===== src/hdl/tw_timer_regs.svh =====
// register indices, field positions, reset values and counts of the timer slice
`ifndef TW_TIMER_REGS_SVH
`define TW_TIMER_REGS_SVH

// register indices; byte address is four times the index
`define TW_IDX_CTRL_A 8'hb0
`define TW_IDX_CTRL_B 8'hb1
`define TW_IDX_COUNT 8'hb2
`define TW_IDX_CMP_A 8'hb3
`define TW_IDX_CMP_B 8'hb4
`define TW_IDX_FLAGS 8'hb5

// control a fields
`define TW_CA_COMA_HI 7
`define TW_CA_COMA_LO 6
`define TW_CA_COMB_HI 5
`define TW_CA_COMB_LO 4
`define TW_CA_WGM_HI 1
`define TW_CA_WGM_LO 0
`define TW_CA_MASK 8'hf3

// control b fields
`define TW_CB_FORCE_A 7
`define TW_CB_FORCE_B 6
`define TW_CB_WGM_BIT 3
`define TW_CB_CS_HI 2
`define TW_CB_CS_LO 0
`define TW_CB_MASK 8'h0f

// flag fields
`define TW_FL_OVF 0
`define TW_FL_MATCH_A 1
`define TW_FL_MATCH_B 2

// reset values
`define TW_RST_CTRL_A 8'h00
`define TW_RST_CTRL_B 8'h00
`define TW_RST_COUNT 8'h00
`define TW_RST_CMP 8'h00

// counter limits
`define TW_MAX 8'hff
`define TW_BOTTOM 8'h00

// prescaler divider exponents: 8, 32, 64, 128, 256, 1024
`define TW_PRE_BITS 10
`define TW_LOG_DIV8 3
`define TW_LOG_DIV32 5
`define TW_LOG_DIV64 6
`define TW_LOG_DIV128 7
`define TW_LOG_DIV256 8
`define TW_LOG_DIV1024 10

`endif


===== src/hdl/tw_pkg.sv =====
// types shared by the timer slice
package tw_pkg;
	typedef enum logic [2:0] {
		kindNormal,
		kindPhase,
		kindClear,
		kindFast,
		kindReserved
	} tw_kind_e;

	typedef enum logic [1:0] {
		busIdle,
		busWrite,
		busRdWait,
		busRdDone
	} tw_bus_e;
endpackage


===== src/hdl/tw_timer2.sv =====
// timer/counter control slice with its ahb-lite register slave
`include "tw_timer_regs.svh"
module tw_timer2 (
	input wire logic clk,
	input wire logic resetn,
	input wire logic hsel,
	input wire logic [31:0] haddr,
	input wire logic [1:0] htrans,
	input wire logic hwrite,
	input wire logic [2:0] hsize,
	input wire logic [31:0] hwdata,
	input wire logic hready,
	output logic hreadyout,
	output logic hresp,
	output logic [31:0] hrdata,
	input wire logic chanBMatchAck,
	output logic chanBMatchFlag,
	output logic chanAWavePin,
	output logic chanAOverride,
	output logic chanBWavePin,
	output logic chanBOverride
);
	tw_pkg::tw_bus_e busState_q;
	tw_pkg::tw_bus_e busState_d;
	logic [7:0] addrIdx_q;
	logic addrOk_q;
	logic [31:0] hrdata_q;
	logic [7:0] ctrlA_q;
	logic [7:0] ctrlB_q;
	logic [7:0] count_q;
	logic [7:0] count_d;
	logic dirUp_q;
	logic dirUp_d;
	logic blockMatch_q;
	logic [7:0] cmpBufA_q;
	logic [7:0] cmpBufB_q;
	logic [7:0] cmpActA_q;
	logic [7:0] cmpActB_q;
	logic [2:0] flags_q;
	logic [2:0] flags_d;

	// bus decode
	logic takeReq;
	logic wrEn;
	logic [7:0] wrData;
	logic [7:0] rdData;
	logic wrCtrlA;
	logic wrCtrlB;
	logic wrCount;
	logic wrCmpA;
	logic wrCmpB;
	logic wrFlags;

	function automatic logic regHit(input logic [7:0] idx, input logic ok, input logic [7:0] want);
		return ok && (idx == want);
	endfunction

	assign takeReq = hsel & htrans[1] & hready;
	assign wrEn = (busState_q == tw_pkg::busWrite);
	assign wrData = hwdata[7:0];
	assign wrCtrlA = wrEn & regHit(addrIdx_q, addrOk_q, `TW_IDX_CTRL_A);
	assign wrCtrlB = wrEn & regHit(addrIdx_q, addrOk_q, `TW_IDX_CTRL_B);
	assign wrCount = wrEn & regHit(addrIdx_q, addrOk_q, `TW_IDX_COUNT);
	assign wrCmpA = wrEn & regHit(addrIdx_q, addrOk_q, `TW_IDX_CMP_A);
	assign wrCmpB = wrEn & regHit(addrIdx_q, addrOk_q, `TW_IDX_CMP_B);
	assign wrFlags = wrEn & regHit(addrIdx_q, addrOk_q, `TW_IDX_FLAGS);

	// one wait state on reads so a read right after a write sees it
	assign hreadyout = (busState_q != tw_pkg::busRdWait);
	assign hresp = 1'b0;
	assign hrdata = hrdata_q;

	always_comb begin
		busState_d = busState_q;
		case (busState_q)
			tw_pkg::busRdWait: busState_d = tw_pkg::busRdDone;
			tw_pkg::busIdle, tw_pkg::busWrite, tw_pkg::busRdDone: begin
				if (takeReq) begin
					busState_d = hwrite ? tw_pkg::busWrite : tw_pkg::busRdWait;
				end else begin
					busState_d = tw_pkg::busIdle;
				end
			end
			default: busState_d = tw_pkg::busIdle;
		endcase
	end

	// mode decode
	logic [2:0] wgm;
	tw_pkg::tw_kind_e modeKind;
	logic isPwm;
	logic topIsCmpA;
	logic [7:0] topVal;
	logic atTop;
	logic atMax;
	logic atBottom;
	logic tick;

	assign wgm = {ctrlB_q[`TW_CB_WGM_BIT], ctrlA_q[`TW_CA_WGM_HI:`TW_CA_WGM_LO]};
	always_comb begin
		case (wgm)
			3'h0: modeKind = tw_pkg::kindNormal;
			3'h1, 3'h5: modeKind = tw_pkg::kindPhase;
			3'h2: modeKind = tw_pkg::kindClear;
			3'h3, 3'h7: modeKind = tw_pkg::kindFast;
			default: modeKind = tw_pkg::kindReserved;
		endcase
	end
	assign isPwm = (modeKind == tw_pkg::kindPhase) || (modeKind == tw_pkg::kindFast);
	assign topIsCmpA = (wgm == 3'h2) || (wgm == 3'h5) || (wgm == 3'h7);
	assign topVal = topIsCmpA ? cmpActA_q : `TW_MAX;
	assign atTop = (count_q == topVal);
	assign atMax = (count_q == `TW_MAX);
	assign atBottom = (count_q == `TW_BOTTOM);

	tw_prescaler uPre (
		.clk(clk),
		.resetn(resetn),
		.clockSelect(ctrlB_q[`TW_CB_CS_HI:`TW_CB_CS_LO]),
		.tick(tick)
	);

	// counter sequencing
	logic ovfEvt;
	always_comb begin
		count_d = count_q;
		dirUp_d = dirUp_q;
		ovfEvt = 1'b0;
		if (tick) begin
			case (modeKind)
				tw_pkg::kindPhase: begin
					if (dirUp_q) begin
						if (atTop) begin
							dirUp_d = 1'b0;
							count_d = count_q - 8'h01;
						end else begin
							count_d = count_q + 8'h01;
						end
					end else if (atBottom) begin
						dirUp_d = 1'b1;
						count_d = count_q + 8'h01;
						ovfEvt = 1'b1;
					end else begin
						count_d = count_q - 8'h01;
					end
				end
				tw_pkg::kindClear, tw_pkg::kindFast: begin
					count_d = atTop ? `TW_BOTTOM : count_q + 8'h01;
					ovfEvt = (wgm == 3'h7) ? atTop : atMax;
				end
				default: begin
					count_d = count_q + 8'h01;
					ovfEvt = atMax;
				end
			endcase
		end
		if (wrCount) begin
			count_d = wrData;
		end
	end

	// compare units; a blocked tick drops matches on both channels
	logic matchA;
	logic matchB;
	logic loadBuf;
	logic forceA;
	logic forceB;
	assign matchA = tick & ~blockMatch_q & (count_q == cmpActA_q);
	assign matchB = tick & ~blockMatch_q & (count_q == cmpActB_q);
	assign loadBuf = (modeKind == tw_pkg::kindPhase) ? (tick & atTop & dirUp_q) : (tick & atTop);
	assign forceA = wrCtrlB & wrData[`TW_CB_FORCE_A] & ~isPwm;
	assign forceB = wrCtrlB & wrData[`TW_CB_FORCE_B] & ~isPwm;

	// hardware set wins over software or ack clear; forces never set flags
	always_comb begin
		flags_d = flags_q;
		if (wrFlags) begin
			flags_d = flags_q & ~wrData[2:0];
		end
		if (chanBMatchAck) begin
			flags_d[`TW_FL_MATCH_B] = 1'b0;
		end
		flags_d[`TW_FL_OVF] = flags_d[`TW_FL_OVF] | ovfEvt;
		flags_d[`TW_FL_MATCH_A] = flags_d[`TW_FL_MATCH_A] | matchA;
		flags_d[`TW_FL_MATCH_B] = flags_d[`TW_FL_MATCH_B] | matchB;
	end
	assign chanBMatchFlag = flags_q[`TW_FL_MATCH_B];

	tw_wave_unit uWaveA (
		.clk(clk),
		.resetn(resetn),
		.modeKind(modeKind),
		.outMode(ctrlA_q[`TW_CA_COMA_HI:`TW_CA_COMA_LO]),
		.tick(tick),
		.matchHit(matchA),
		.atTop(atTop),
		.countUp(dirUp_q),
		.cmpEqTop(cmpActA_q == topVal),
		.forceHit(forceA),
		.wave(chanAWavePin)
	);

	tw_wave_unit uWaveB (
		.clk(clk),
		.resetn(resetn),
		.modeKind(modeKind),
		.outMode(ctrlA_q[`TW_CA_COMB_HI:`TW_CA_COMB_LO]),
		.tick(tick),
		.matchHit(matchB),
		.atTop(atTop),
		.countUp(dirUp_q),
		.cmpEqTop(cmpActB_q == topVal),
		.forceHit(forceB),
		.wave(chanBWavePin)
	);

	// port logic still needs its direction bit set to drive the pin
	assign chanAOverride = |ctrlA_q[`TW_CA_COMA_HI:`TW_CA_COMA_LO];
	assign chanBOverride = |ctrlA_q[`TW_CA_COMB_HI:`TW_CA_COMB_LO];

	// read mux; force bits and reserved bits read as zero
	always_comb begin
		rdData = 8'h00;
		if (addrOk_q) begin
			case (addrIdx_q)
				`TW_IDX_CTRL_A: rdData = ctrlA_q;
				`TW_IDX_CTRL_B: rdData = ctrlB_q & `TW_CB_MASK;
				`TW_IDX_COUNT: rdData = count_q;
				`TW_IDX_CMP_A: rdData = cmpBufA_q;
				`TW_IDX_CMP_B: rdData = cmpBufB_q;
				`TW_IDX_FLAGS: rdData = {5'h00, flags_q};
				default: rdData = 8'h00;
			endcase
		end
	end

	always_ff @(posedge clk) begin
		if (!resetn) begin
			busState_q <= tw_pkg::busIdle;
			addrIdx_q <= 8'h00;
			addrOk_q <= 1'b0;
			hrdata_q <= 32'h0000_0000;
		end else begin
			busState_q <= busState_d;
			if (takeReq) begin
				addrIdx_q <= haddr[9:2];
				addrOk_q <= (haddr[31:10] == 22'h00_0000) && (haddr[1:0] == 2'h0);
			end
			if (busState_q == tw_pkg::busRdWait) begin
				hrdata_q <= {24'h00_0000, rdData};
			end
		end
	end

	always_ff @(posedge clk) begin
		if (!resetn) begin
			ctrlA_q <= `TW_RST_CTRL_A;
			ctrlB_q <= `TW_RST_CTRL_B;
		end else begin
			if (wrCtrlA) begin
				ctrlA_q <= wrData & `TW_CA_MASK;
			end
			if (wrCtrlB) begin
				ctrlB_q <= wrData & `TW_CB_MASK;
			end
		end
	end

	always_ff @(posedge clk) begin
		if (!resetn) begin
			count_q <= `TW_RST_COUNT;
			dirUp_q <= 1'b1;
			blockMatch_q <= 1'b0;
			flags_q <= 3'h0;
		end else begin
			count_q <= count_d;
			dirUp_q <= dirUp_d;
			blockMatch_q <= wrCount | (blockMatch_q & ~tick);
			flags_q <= flags_d;
		end
	end

	// compare buffers: direct in non-pwm, else copied at the update point
	always_ff @(posedge clk) begin
		if (!resetn) begin
			cmpBufA_q <= `TW_RST_CMP;
			cmpBufB_q <= `TW_RST_CMP;
			cmpActA_q <= `TW_RST_CMP;
			cmpActB_q <= `TW_RST_CMP;
		end else begin
			if (wrCmpA) begin
				cmpBufA_q <= wrData;
			end
			if (wrCmpB) begin
				cmpBufB_q <= wrData;
			end
			if (!isPwm) begin
				cmpActA_q <= wrCmpA ? wrData : cmpBufA_q;
				cmpActB_q <= wrCmpB ? wrData : cmpBufB_q;
			end else if (loadBuf) begin
				cmpActA_q <= cmpBufA_q;
				cmpActB_q <= cmpBufB_q;
			end
		end
	end
endmodule


===== src/hdl/tw_prescaler.sv =====
// clock select decoder and free running prescaler
`include "tw_timer_regs.svh"
module tw_prescaler (
	input wire logic clk,
	input wire logic resetn,
	input wire logic [2:0] clockSelect,
	output logic tick
);
	logic [`TW_PRE_BITS-1:0] preCount_q;
	logic [`TW_PRE_BITS-1:0] preCount_d;

	function automatic logic lowOnes(input logic [`TW_PRE_BITS-1:0] v, input int n);
		logic r;
		r = 1'b1;
		for (int i = 0; i < `TW_PRE_BITS; i++) begin
			if (i < n && !v[i]) begin
				r = 1'b0;
			end
		end
		return r;
	endfunction

	assign preCount_d = preCount_q + `TW_PRE_BITS'(1);

	// one shared divider; each tap ticks once per wrap of its low bits
	always_comb begin
		case (clockSelect)
			3'h0: tick = 1'b0;
			3'h1: tick = 1'b1;
			3'h2: tick = lowOnes(preCount_q, `TW_LOG_DIV8);
			3'h3: tick = lowOnes(preCount_q, `TW_LOG_DIV32);
			3'h4: tick = lowOnes(preCount_q, `TW_LOG_DIV64);
			3'h5: tick = lowOnes(preCount_q, `TW_LOG_DIV128);
			3'h6: tick = lowOnes(preCount_q, `TW_LOG_DIV256);
			default: tick = lowOnes(preCount_q, `TW_LOG_DIV1024);
		endcase
	end

	always_ff @(posedge clk) begin
		if (!resetn) begin
			preCount_q <= '0;
		end else begin
			preCount_q <= preCount_d;
		end
	end
endmodule


===== src/hdl/tw_wave_unit.sv =====
// waveform generator for one compare channel
module tw_wave_unit (
	input wire logic clk,
	input wire logic resetn,
	input tw_pkg::tw_kind_e modeKind,
	input wire logic [1:0] outMode,
	input wire logic tick,
	input wire logic matchHit,
	input wire logic atTop,
	input wire logic countUp,
	input wire logic cmpEqTop,
	input wire logic forceHit,
	output logic wave
);
	logic wave_q;
	logic wave_d;
	logic setAct;
	logic clrAct;
	logic tglAct;
	logic special;

	assign special = cmpEqTop & outMode[1];

	always_comb begin
		setAct = 1'b0;
		clrAct = 1'b0;
		tglAct = 1'b0;
		case (modeKind)
			tw_pkg::kindNormal, tw_pkg::kindClear: begin
				// forced match uses the mode bits of this very cycle
				if (matchHit || forceHit) begin
					tglAct = (outMode == 2'h1);
					clrAct = (outMode == 2'h2);
					setAct = (outMode == 2'h3);
				end
			end
			tw_pkg::kindFast: begin
				if (matchHit && !special) begin
					clrAct = (outMode == 2'h2);
					setAct = (outMode == 2'h3);
				end
				// wrap to bottom happens on the top tick
				if (tick && atTop) begin
					setAct = (outMode == 2'h2);
					clrAct = (outMode == 2'h3);
				end
			end
			tw_pkg::kindPhase: begin
				if (matchHit && !special) begin
					clrAct = countUp ? (outMode == 2'h2) : (outMode == 2'h3);
					setAct = countUp ? (outMode == 2'h3) : (outMode == 2'h2);
				end
				if (special && tick && atTop) begin
					setAct = (outMode == 2'h2);
					clrAct = (outMode == 2'h3);
				end
			end
			default: begin
			end
		endcase
	end

	assign wave_d = tglAct ? ~wave_q : (setAct ? 1'b1 : (clrAct ? 1'b0 : wave_q));
	assign wave = wave_q;

	always_ff @(posedge clk) begin
		if (!resetn) begin
			wave_q <= 1'b0;
		end else begin
			wave_q <= wave_d;
		end
	end
endmodule


===== config.mk =====
export PLATFORM = sky130hd
export DESIGN_NAME = tw_timer2
export DESIGN_NICKNAME = d
export VERILOG_FILES = /design/src/hdl/tw_pkg.sv /design/src/hdl/tw_timer2.sv /design/src/hdl/tw_prescaler.sv /design/src/hdl/tw_wave_unit.sv
export VERILOG_INCLUDE_DIRS = /design/src /design/src/hdl
export SDC_FILE = /design/constraint.sdc
export NUM_CORES = 1
export LEC_CHECK = 0
export ABC_AREA = 1
export BUFFER_PORTS_ARGS = -buffer_cell sky130_fd_sc_hd__buf_2
export CORE_ASPECT_RATIO = 1.1
export CORE_UTILIZATION = 40
export CTS_BUF_LIST = sky130_fd_sc_hd__clkbuf_4 sky130_fd_sc_hd__clkbuf_8
export CTS_CLUSTER_SIZE = 28
export DETAILED_ROUTE_END_ITERATION = 8
export GPL_TIMING_DRIVEN = 0
export PLACE_DENSITY = 0.68
export SYNTH_ARGS = -nofsm -noshare
export SYNTH_HDL_FRONTEND = slang
export SYNTH_SLANG_ARGS = --single-unit

===== constraint.sdc =====
create_clock -name clk -period 3.2 [get_ports clk]
set_clock_uncertainty 0.2 [all_clocks]
set_input_delay 0.16 -clock clk [delete_from_list [all_inputs] [get_ports clk]]
set_output_delay 0.16 -clock clk [all_outputs]
set_load 0.1 [all_outputs]

* Word level (Yosys, flattened, before mapping) *
Cells that the tools add are included.

storage, ports and cells
  bits in latches = 0
  register bits after elaboration = 86
  memories = 0
  word-level logic and storage cells = 206
  memory bits (read-only) = 0
  input port bits = 75
  RAM bits = 0
  output and inout port bits = 39

cells by class
  $mul = 0
  order comparisons = 0
  shift operators = 0
  reduce and logical (&&, ||, !) cells = 39
  multiplexer cells = 79
  equal/unequal tests = 37
  add/sub/neg operators = 3
  divide/modulo/power cells = 0
  bitwise gates (word level) = 31

operators by type and width
  operator               count
  $mux 8                 14
  $eq 8x8->1 const B     7
  $mux 1                 52
  $pmux 8 s6             1
  $eq 8x8->1             5
  $logic_not 22->1       1
  $and 1x1->1            20
  $eq 3x2->1 const B     6
  $pmux 8 s2             1
  $eq 3x3->1 const B     5
  $logic_and 1x1->1      14
  $eq 2x2->1 const B     6
  $pmux 1 s3             4
  $pmux 3 s4             1
  $reduce_or 2->1        6
  $add 10x1->10 const B  1
  $eq 3x1->1 const B     3
  $logic_not 3->1        3
  $add 8x1->8 const B    1
  $logic_not 8->1        1
  $sub 8x1->8 const B    1
  $pmux 1 s7             1
  $eq 2x1->1 const B     3
  $reduce_bool 3->1      2
  other kinds (16)       30

* Logic depth before layout (Yosys ltp) *
Gate-level depths: netlist of run 1.

  depth after elaboration = 20
  mapped depth = 19
  depth with buffers taken out = 16

* By module *
Synthesis of run 1 repeated with hierarchy kept, for this count alone.

unflattened totals
  cells, all modules = 885
  area, all modules = 5,635.4 µm²

by module, submodules not included
  module        times used  sequential area each (µm²)  area an instance (µm²)  cells an instance
  tw_timer2     1           1,481.4                     4,629.4                 709
  tw_prescaler  1           200.2                       573.0                   86
  tw_wave_unit  2           20.0                        216.5                   45

* Worst setup path after synthesis of run 1 *
No wires, ideal clock.

  path kind = flip-flop to flip-flop
  from = register uPre.preCount_q[0]
  to = register uWaveB.wave_q (netlist: uWaveB.wave)
  cell stages (with the launch flop) = 16
  setup time = 0.120 ns
  required time = 2.880 ns
  period minus slack after synthesis = 2.346 ns
  buffers on the path = 0
  slack = 0.854 ns
  arrival time = 2.026 ns
  cells stage by stage = dfxtp_1 > ha_1 > ha_1 > nand2_1 > nor2_1 > nand3_1 > a21oi_4 > nand2_1 > nor2_1 > inv_1 > o21ai_1 > nand2_1 > nor3_1 > nand2_1 > nand2_1 > a21oi_1

between the ends
  longest elaborated chain between the ends = 19
  elaborated cells on any way between the ends = 35
  classes of those cells = 27 x mux; 2 x bitwise; 6 x reduce/logical

ends and longest elaborated chain
  element                    RTL line                                source
  start, declared            tw_prescaler.sv:9                       logic [`TW_PRE_BITS-1:0] preCount_q;
  start signal, assigned     tw_prescaler.sv:43                      preCount_q <= preCount_d;
  $mux 1 (*) (3 in series)   tw_prescaler.sv:16                      if (i < n && !v[i]) begin
  $mux 1 (7 in series)       tw_prescaler.sv:16
  $pmux 1 s7 (*)             tw_prescaler.sv:27                      case (clockSelect)
  $and 1x1->1 (2 in series)  tw_timer2.sv:169                        assign matchB = tick & ~blockMatch_q & (count_q == cmpActB_q);
  $logic_and 1x1->1          tw_wave_unit.sv:38, tw_wave_unit.sv:49
  $mux 1 (on tied branches)  tw_wave_unit.sv:49, tw_wave_unit.sv:38
  $mux 1 (on tied branches)  tw_wave_unit.sv:53, tw_wave_unit.sv:43
  $pmux 1 s3                 tw_wave_unit.sv:28                      case (modeKind)
  $mux 1 (2 in series)       tw_wave_unit.sv:63                      assign wave_d = tglAct ? ~wave_q : (setAct ? 1'b1 : (clrAct ? 1'b0 : wave_q));
  end signal, assigned       tw_wave_unit.sv:70                      wave_q <= wave_d;
  end, declared              tw_wave_unit.sv:15                      logic wave_q;

Mark *: on every way between the ends. The rest lies on a longest branch, timed or not.
A chain may end at the register's enable or synchronous reset.

* Worst setup path after layout of run 1 *
  from = register count_q[5]
  to = register uWaveB.wave_q (netlist: uWaveB.wave)

between the ends
  longest elaborated chain between the ends = 8
  elaborated cells on any way between the ends = 24
  classes of those cells = 2 x eq/ne; 16 x mux; 1 x bitwise; 5 x reduce/logical

ends and longest elaborated chain
  element                    RTL line                                source
  start, declared            tw_timer2.sv:30                         logic [7:0] count_q;
  start signal, assigned     tw_timer2.sv:271                        count_q <= `TW_RST_COUNT;
  start signal, assigned     tw_timer2.sv:276                        count_q <= count_d;
  $eq 8x8->1                 tw_timer2.sv:169
  $and 1x1->1                tw_timer2.sv:169
  $logic_and 1x1->1          tw_wave_unit.sv:38, tw_wave_unit.sv:49
  $mux 1 (on tied branches)  tw_wave_unit.sv:49, tw_wave_unit.sv:38
  $mux 1 (on tied branches)  tw_wave_unit.sv:53, tw_wave_unit.sv:43
  $pmux 1 s3                 tw_wave_unit.sv:28
  $mux 1 (2 in series)       tw_wave_unit.sv:63

Several ways; a longest one is shown, not always the timed one.

==> results of run 1 <==
[logic make-up after synthesis]
kind of cell / count (synthesis)
muxes: 4
adders and majority gates: 5
DFF: 86
buffers and inverters: 146
xor gates and xnor gates: 19
AOI/OAI and AO/OA: 151
and+or+nand+nor: 435
other: 1
[sequential cells by signal, indices dropped and copies added (netlist names)]
signal           cells
addrIdx_q            8
addrOk_q             1
blockMatch_q         1
busState_q           2
cmpActA_q            8
cmpActB_q            8
cmpBufA_q            8
cmpBufB_q            8
count_q              8
ctrlA_q              6
ctrlB_q              4
dirUp_q              1
flags_q              3
hrdata               8
uPre.preCount_q     10
uWaveA.wave          1
uWaveB.wave          1
[report_power, final]
| group | switching [mW] | internal (mW) | total [mW] |
|---|---|---|---|
| clock | 0.395 | 0.421 | 0.816 |
| sequential | 0.00531 | 1.08 | 1.08 |
| combinational | 0.198 | 0.0701 | 0.268 |
[stage by stage]
step | worst slack [ps] | cells
2_1_floorplan | 854.0 | 871
3_5_place_dp | 326.1 | 1115
5_1_grt | 49.29 | 1152
3_3_place_gp | 319.4 | 1115
6_report | 343.4 | 1152
4_1_cts | 313.2 | 1152
[path summary, 6_finish.rpt]
| check | from | endpoint | slack, ps |
|---|---|---|---|
| worst max-delay path | count_q[5]$_SDFFE_PN0P_ | uWaveB.wave$_SDFFE_PN0P_ | 340 |
| worst max register to register | count_q[5]$_SDFFE_PN0P_ | uWaveB.wave$_SDFFE_PN0P_ | 340 |
| worst min register to register | uPre.preCount_q[0]$_SDFF_PN0_ | uPre.preCount_q[0]$_SDFF_PN0_ | 250 |
| worst min-delay path | htrans[1] | busState_q[1]$_SDFF_PN0_ | 30 |
[tightest hold or removal path, stage by stage]
cell     delay (ps)
buf_2           100
nand3_1         130
o21a_1          130
nor2_1           40
[placed cells by master (no fill, tap or decap), types with 11 or more instances in the layout]
cell type | synthesis | layout
clkbuf_1 | 22 | 22
dlygate4sd3_1 | 0 | 21
buf_4 | 27 | 27
buf_2 | 0 | 60
nand2_1 | 229 | 229
nor3_1 | 12 | 12
conb_1 | 1 | 25
dfxtp_1 | 86 | 86
nand4_1 | 16 | 16
inv_1 | 88 | 88
o21ai_0 | 47 | 47
nor2_1 | 76 | 74
a21oi_1 | 60 | 60
nand3_1 | 62 | 62
a31oi_1 | 11 | 11
xor2_1 | 14 | 14
clkbuf_8 | 0 | 11
[what timing repair did]
action | 4_1_cts | 5_1_grt
endpoints found under the setup margin | 0 | 2
setup buffers | 0 | 0
hold buffers | 21 | 0
endpoints found under the hold margin | 27 | 0
resized for setup | 0 | 2
[final cells by class]
cell class	instances	area, µm²
fillers	1388	6733
multi-input cells	639	3183
flip-flops and latches	86	1722
repair buffers	81	510.5
inverters	94	357.8
plain buffers	52	322.8
well taps	184	230.2
clock buffers	13	166.4
clock inverters	3	42.54
[metal layers]
metal | GRT usage | vias up | part of all wire
li1 | - | 2968 | -
met1 | 0.3152 | 2688 | 0.42
met2 | 0.4175 | 244 | 0.48
met3 | 0.03114 | 38 | 0.065
met4 | 0.1099 | 0 | 0.040
met5 | 0 | - | 0
==> results_dict.tcl, run 1 <==
set metrics [dict create \
    grt-ovfl-total 0 \
    rsz0062_at_grt "no" \
    place_area_mm2 0.006106 \
    yosys_warnings 0 \
    yosys.area_share.simple 0.3529 \
    clk_pin_slew_ps 100 \
    cts_tree "yes" \
    max_stage_delay_ps 380 \
    ys_async_sr_fraction 0 \
    synth_ff_type "dfxtp_1" \
    critical_path_class "reg -> reg" \
    synth-edff-count 0 \
    syn_area_mm2 0.005485 \
    cp_top_family "simple AND/OR/NAND/NOR gates" \
    cp_slowest_cell "inv_1" \
    peakVddDrop_v 0.0003064 \
    status "finished clean" \
    fmax_mhz 350.1 \
    die_area_mm2 0.01419 \
    first_pass_iters 6 \
    cp_common_cell "nand2_1" \
    synth_cell_types 50 \
    synth-seq-cells 86 \
    grt_pass1_vias 5398 \
    power_density_mw_per_mm2 331.6 \
    core_area_mm2 0.01327 \
    cts_root_buf "clkbuf_8" \
    yosysTopAreaCell "dfxtp_1" \
    viasPerCell 5.155 \
    post-route-period-util 0.8927 \
    p_total_mw 2.167 \
    max_cap_violations 0 \
    die_w_um 113.7 \
    setup_viol 0 \
    period_needed_ps 2857 \
    rows 44 \
    cts.sinks 86 \
    antenna_found_initial 0 \
    synth_compound_area_frac 0.1594 \
    postLayoutCellArea_mm2 0.006535 \
    num_vias 5938 \
    synth_mux_area_frac 0.007299 \
    synth_top_family_by_area "simple AND/OR/NAND/NOR gates" \
    portBuffers 60 \
    fin_hold_ws_ps 34.23 \
    min_path_type "in -> reg" \
    synthMostInstantiatedCell "nand2_1" \
    die_h_um 124.8 \
    synth-adder-area-share 0.01141 \
    critPathCaptureType "flip-flop" \
    cp.depth 13 \
    grt_first_pass_wirelength_mm 27.36 \
    startpoint_type "flip-flop" \
    drt_wl_total_mm 17.14 \
    synth-xor-area-share 0.03034 \
    drtIter0Drc 433 \
    grt_usage 0.2484 \
    setup-tns-final_ps 0 \
    hold_viol 0 \
    layout-drive-gt1-share 0.1436 \
    final_nets 1043 \
    globalplace.congestion 0.9493 \
    synth_area_leaders "dfxtp_1, nand2_1, inv_1, nand3_1, a21oi_1" \
    cp.required_ps 3270 \
    syn_to_final_growth_pct 19.14 \
    worstPathMaxFanout 8 \
    power_leakage_nw 2.743 \
    final_core_util 0.4926 \
    worst_slew_pin_slew_ps 884.5 \
    start_util 0.4134 \
    slew_headroom 0.4092 \
    insertion_delay_ps 370 \
    worstPathArrival_ps 2930 \
    drc 0 \
    routedWlPerCell_um 14.88 \
    htree_levels 3 \
    cp_cell_sequence "clkbuf_1 > inv_1 > nand2_1 > a21oi_1 > nand4_1 > nor2_2 > inv_1 > o21ai_1 > nand2_1 > nor3_1 > nand2_1 > nand2_1 > a21oi_1" \
    ys_seq_area_frac 0.3139 \
    cp_num_buf_inv 3 \
    syn_area_per_cell_um2 6.476 \
    synth_top_area_frac 0.3139 \
    maxSlewViolCount 0 \
    grt_max_degree 14 \
    rr_worst_depth 13 \
    drtAntennaViolNets 0 \
    pin_count 114 \
    hpwl_mm 12.90 \
    antenna_cells 0 \
    cts_max_path_buffers 2 \
    cts_inserted_buffers 9 \
    ys_top_cells_by_count "nand2_1, inv_1, dfxtp_1" \
    syn_inst 847 \
    hold_depth 4 \
]
Power figures use the tool's default switching activity.
==> run 2, diff against run 1 <==
--- a/config.mk
+++ b/config.mk
@@ -6,7 +6,6 @@
 export SDC_FILE = /design/constraint.sdc
 export NUM_CORES = 1
 export LEC_CHECK = 0
-export ABC_AREA = 1
 export BUFFER_PORTS_ARGS = -buffer_cell sky130_fd_sc_hd__buf_2
 export CORE_ASPECT_RATIO = 1.1
 export CORE_UTILIZATION = 40
@@ -17,4 +16,5 @@
 export PLACE_DENSITY = 0.68
 export SYNTH_ARGS = -nofsm -noshare
 export SYNTH_HDL_FRONTEND = slang
+export SYNTH_HIERARCHICAL = 1
 export SYNTH_SLANG_ARGS = --single-unit
==> constraint.sdc (replaced) <==
create_clock -name clk -period 3.37 [get_ports clk]
set_clock_uncertainty 0.2 [all_clocks]
set_input_delay 0.1685 -clock clk [delete_from_list [all_inputs] [get_ports clk]]
set_output_delay 0.1685 -clock clk [all_outputs]
set_load 0.1 [all_outputs]
==> results_dict.tcl, run 2 <==
set metrics [dict create \
    final_core_util 0.5028 \
    setup_viol 0 \
    synth-edff-count 0 \
    ys_async_sr_fraction 0 \
    syn_to_final_growth_pct 21.22 \
    cts.sinks 86 \
    startpoint_type "flip-flop" \
    synth_area_leaders "dfxtp_1, mux2i_1, a21oi_1, nand2_1, nor2_1" \
    critPathCaptureType "flip-flop" \
    postLayoutCellArea_mm2 0.006726 \
    portBuffers 60 \
    antenna_found_initial 0 \
    cp_top_family "compound AO/OA/AOI/OAI gates" \
    placed_cells 971 \
    synth_ff_type "dfxtp_1" \
    yosysTopAreaCell "dfxtp_1" \
    pin_count 114 \
    critical_path_class "reg -> reg" \
    hpwl_mm 12.04 \
    core_area_mm2 0.01338 \
    syn_area_mm2 0.005549 \
    drc 0 \
    place_area_mm2 0.006196 \
    routedWlPerCell_um 16.21 \
    largest_reg_flops 10 \
    max_cap_violations 0 \
    die_area_mm2 0.01435 \
    first_pass_iters 6 \
    max_stage_delay_ps 380 \
    die_h_um 125.5 \
    cts_root_buf "clkbuf_8" \
    ys_seq_area_frac 0.3103 \
    mostFrequentLayoutCells "dfxtp_1, nand2_1, buf_2" \
    grt_max_degree 16 \
    layout-drive-gt1-share 0.2174 \
    grt_first_pass_wirelength_mm 25.67 \
    grt_usage 0.2301 \
    drtAntennaViolNets 0 \
    yosys_warnings 6 \
    rsz0062_at_grt "no" \
    final_cells 1012 \
    cts_inserted_buffers 9 \
    cp.required_ps 3420 \
    worstPathMaxFanout 9 \
    power_density_mw_per_mm2 295.6 \
    htree_levels 3 \
    synth_top_area_frac 0.3103 \
    die_w_um 114.3 \
    cts_tree "yes" \
    final_common_cell "dfxtp_1" \
    cp_num_buf_inv 4 \
    grt-ovfl-total 0 \
    antenna_cells 0 \
    viasPerCell 5.520 \
    period_needed_ps 3219 \
    drt_wl_total_mm 16.41 \
    ys_top_cells_by_count "dfxtp_1, nand2_1, a21oi_1" \
    synthMostInstantiatedCell "dfxtp_1" \
    worstPathArrival_ps 3270 \
    num_vias 5586 \
    grt_pass1_vias 5048 \
    globalplace.congestion 0.9320 \
    min_path_type "in -> reg" \
    regMostFlops "uPre/preCount_q" \
    syn_area_per_cell_um2 7.893 \
    fmax_mhz 310.6 \
    worst_slew_pin_slew_ps 952.7 \
    peakVddDrop_v 0.0001982 \
    synth_cell_types 80 \
    hold_viol 1 \
    cp_slowest_cell "dfxtp_4" \
    synth-seq-cells 86 \
    maxSlewViolCount 0 \
    cp_cell_sequence "ha_4 > ha_2 > and4_2 > o221ai_1 > a211oi_2 > buf_4 > clkbuf_8 > clkinv_4 > nor2_4 > nand3_1 > nor4_4 > buf_4 > o211ai_1 > a211o_1 > nand3_1 > o211ai_1" \
    cts_max_path_buffers 2 \
    start_util 0.4148 \
    power_leakage_nw 2.620 \
    fin_hold_ws_ps -0.3152 \
    rows 44 \
    post-route-period-util 0.9553 \
    violations "hold timing" \
    final_nets 904 \
    slew_headroom 0.3636 \
    clk_pin_slew_ps 90 \
    insertion_delay_ps 360 \
    syn_inst 703 \
    status "finished, violations left" \
    drtIter0Drc 423 \
]
[run 2: power by group]
group | internal (mW) | total [mW] | switching (mW)
registers | 1.02 | 1.03 | 0.00790
clock network | 0.302 | 0.686 | 0.384
logic | 0.0750 | 0.272 | 0.197
[run 2: layout make-up]
| cell class | count | area (µm²) |
|---|---|---|
| repair buffers | 86 | 544.3 |
| well taps | 184 | 230.2 |
| inverters | 21 | 83.83 |
| fillers | 1295 | 6651 |
| clock inverters | 3 | 21.27 |
| clock buffers | 12 | 152.6 |
| flip-flops and latches | 86 | 1729 |
| multi-input cells | 552 | 3567 |
| plain buffers | 68 | 397.9 |
[run 2: final timing paths]
kind,start,endpoint,slack [ps],cells past startpoint
setup reg to reg,uPre/preCount_q[0]$_SDFF_PN0_,uWaveB/wave$_SDFFE_PN0P_,150,16
hold reg to reg,addrIdx_q[4]$_SDFFE_PN0P_,addrIdx_q[4]$_SDFFE_PN0P_,260,2
setup / recovery,uPre/preCount_q[0]$_SDFF_PN0_,uWaveB/wave$_SDFFE_PN0P_,150,16
hold / removal,haddr[16],addrOk_q$_SDFFE_PN0P_,-0.3,6
[run 2: logic make-up (layout without fill, tap and decap cells)]
group,Yosys count,in the layout,share of synthesized area
adders and majority gates,5,5,0.01127
xor gates and xnor gates,24,24,0.04059
and+or+nand+nor,280,280,0.2595
muxes,52,52,0.09741
buffers and inverters,89,190,0.08410
other,1,25,0.0006758
DFF,86,86,0.3103
AOI/OAI and AO/OA,166,166,0.1962
[run 2: worst register-to-register path, cell delays in order (launching register included)]
cell,delay (ps)
dfxtp_4,380
ha_4,140
ha_2,180
and4_2,210
o221ai_1,130
a211oi_2,190
buf_4,160
clkbuf_8,180
clkinv_4,110
nor2_4,110
nand3_1,110
nor4_4,260
buf_4,200
o211ai_1,90
a211o_1,300
nand3_1,80
o211ai_1,90
[run 2: layer usage]
metal,part of all wire,track usage,vias up
li1,-,-,2715
met1,0.43,0.2924,2591
met2,0.46,0.3736,240
met3,0.067,0.03539,40
met4,0.042,0.1215,0
met5,0,0,-
[run 2: what timing repair did]
action                     CTS  global route
setup endpoints to repair    4            12
setup buffers                5             3
gates resized for setup     11            16
hold buffers                18             0
pin swaps                    3             5
hold endpoints to repair    30             0
[run 2: per-stage QoR]
step                      power (mW)  hold WS [ps]  TNS (ps)  setup slack [ps]
after floorplan                1.247         90.21         0             36.17
after global placement         1.306         214.0     -1526            -773.2
after detailed placement       1.306         220.8     -1561            -772.8
after CTS                      1.993         2.702         0             18.05
after global routing           2.050         13.72         0             13.17
final                          1.989       -0.3152         0             150.7
==> run 3, diff against run 2 <==
--- a/config.mk
+++ b/config.mk
@@ -8,12 +8,12 @@
 export LEC_CHECK = 0
 export BUFFER_PORTS_ARGS = -buffer_cell sky130_fd_sc_hd__buf_2
 export CORE_ASPECT_RATIO = 1.1
-export CORE_UTILIZATION = 40
+export CORE_UTILIZATION = 55
 export CTS_BUF_LIST = sky130_fd_sc_hd__clkbuf_4 sky130_fd_sc_hd__clkbuf_8
 export CTS_CLUSTER_SIZE = 28
 export DETAILED_ROUTE_END_ITERATION = 8
 export GPL_TIMING_DRIVEN = 0
-export PLACE_DENSITY = 0.68
+export PLACE_DENSITY = 0.87
 export SYNTH_ARGS = -nofsm -noshare
 export SYNTH_HDL_FRONTEND = slang
 export SYNTH_HIERARCHICAL = 1
==> results_dict.tcl, run 3 (synthesized netlist as in run 2, its figures left out) <==
set metrics [dict create \
    htree_levels 3 \
    drtIter0Drc 479 \
    place_area_mm2 0.006116 \
    mostFrequentLayoutCells "dfxtp_1, nand2_1, buf_2" \
    die_w_um 97.77 \
    drc 6 \
    cts_max_path_buffers 2 \
    cp_top_family "compound AO/OA/AOI/OAI gates" \
    final_common_cell "dfxtp_1" \
    power_density_mw_per_mm2 313.2 \
    post-route-period-util 0.9685 \
    insertion_delay_ps 370 \
    layout-drive-gt1-share 0.2158 \
    power_leakage_nw 2.649 \
    worstPathMaxFanout 9 \
    cts_root_buf "clkbuf_8" \
    max_cap_violations 0 \
    core_area_mm2 0.009842 \
    die_h_um 107.3 \
    clk_pin_slew_ps 100 \
    drtAntennaViolNets 0 \
    globalplace.congestion 0.9648 \
    worstPathArrival_ps 3320 \
    cp_slowest_cell "dfxtp_4" \
    peakVddDrop_v 0.0003460 \
    postLayoutCellArea_mm2 0.006704 \
    cts_tree "yes" \
    fmax_mhz 306.4 \
    slew_headroom 0.3738 \
    antenna_cells 0 \
    maxSlewViolCount 0 \
    max_stage_delay_ps 390 \
    cts.sinks 86 \
    timing.final.ws_setup_ps 106.1 \
    grt_usage 0.3305 \
    setup_viol 0 \
    die_area_mm2 0.01050 \
    pre_cts_slack_ps -647.7 \
    num_vias 5866 \
    violations "DRC" \
    drt_wl_total_mm 16.98 \
    min_path_type "in -> reg" \
    grt-ovfl-total 0 \
    cts_inserted_buffers 9 \
    regMostFlops "uPre/preCount_q" \
    status "finished, violations left" \
    viasPerCell 6.149 \
    grt_pass1_vias 5601 \
    hpwl_mm 11.49 \
    routedWlPerCell_um 17.79 \
    cp.required_ps 3430 \
    rows 38 \
    cp_common_cell "o211ai_1" \
    cp_cell_sequence "ha_4 > ha_2 > and4_2 > o221ai_1 > a211oi_2 > clkbuf_8 > clkinv_4 > nor2_4 > nand3_2 > nor4_4 > buf_4 > o211ai_1 > a211o_1 > nand3_1 > o211ai_1" \
    final_cells 954 \
    portBuffers 60 \
    worst_slew_pin_slew_ps 937.3 \
    first_pass_iters 8 \
    syn_to_final_growth_pct 20.81 \
    grt_max_degree 18 \
    antenna_found_initial 1 \
    placed_cells 907 \
    final_nets 909 \
    period_needed_ps 3264 \
    critical_path_class "reg -> reg" \
    pin_count 114 \
    critPathCaptureType "flip-flop" \
    hold_viol 0 \
    startpoint_type "flip-flop" \
    largest_reg_flops 10 \
    start_util 0.5638 \
    cp_num_buf_inv 3 \
    grt_first_pass_wirelength_mm 27.26 \
]
-- run 3: cell types whose count changed in the layout (fill, tap and decap cells not counted), moves of 2 or more --
cell           before  now
o2111ai_1           2    4
o2111ai_2           2    0
a2111oi_4           2    0
a2111oi_2           0    2
inv_6               0    4
dlygate4sd3_1      18   22
clkbuf_4            2    0
-- run 3: routing by layer --
| metal | vias to the layer above | track usage | share of wire |
|---|---|---|---|
| li1 | 2736 | - | - |
| met1 | 2677 | 0.3766 | 0.38 |
| met2 | 357 | 0.5466 | 0.46 |
| met5 | - | 0 | 0.00077 |
| met4 | 2 | 0.2554 | 0.067 |
| met3 | 94 | 0.06623 | 0.091 |
-- run 3: path summary, 6_finish.rpt --
check / start / endpoint / slack [ps] / depth (start not counted)
max: uPre/preCount_q[0]$_SDFF_PN0_ / uWaveB/wave$_SDFFE_PN0P_ / 110 / 15
min: haddr[31] / addrOk_q$_SDFFE_PN0P_ / 50 / 6
max reg2reg: uPre/preCount_q[0]$_SDFF_PN0_ / uWaveB/wave$_SDFFE_PN0P_ / 110 / 15
min reg2reg: addrIdx_q[5]$_SDFFE_PN0P_ / addrIdx_q[5]$_SDFFE_PN0P_ / 260 / 2
-- run 3: final cells by class --
type                       instances  area [µm²]
clock inverter                     7       88.84
fill                             737        3138
inverter                          21       83.83
buffer                            68       397.9
sequential                        86        1727
timing repair buffer              91       591.8
clock buffer                       9       123.9
multi-input combinational        552        3541
tap                              120       150.1
-- run 3: timing repair --
item | CTS | global route
endpoints found under the setup margin | 3 | 12
buffers inserted | 5 | 4
gates resized for setup | 11 | 12
pin swaps | 3 | 5
hold endpoints to repair | 39 | 0
hold buffers | 22 | 0
-- run 3: worst min-delay path, delay by kind of cell --
kind,cells,cell delay [ps]
compound gates,1,120
buf+inv,1,80
simple gates,4,220
-- run 3: power breakdown --
part / leakage [nW] / switching, mW / internal [mW] / total, mW
clock network: 0.104 / 0.429 / 0.360 / 0.789
registers: 0.695 / 0.00799 / 1.02 / 1.03
logic: 1.85 / 0.202 / 0.0766 / 0.279
total: 2.65 / 0.640 / 1.46 / 2.10
-- run 3: stage by stage --
step / utilization / TNS (ps) / hold WS [ps] / power, mW
floorplan: - / 0 / 90.21 / 1.247
global placement: 0.6214 / -1238 / 212.5 / 1.303
detailed placement: 0.6214 / -1234 / 215.3 / 1.306
CTS: 0.6726 / 0 / 24.70 / 2.093
global route: 0.6812 / -32.61 / 90.34 / 2.163
finish: 0.6812 / 0 / 50.59 / 2.100
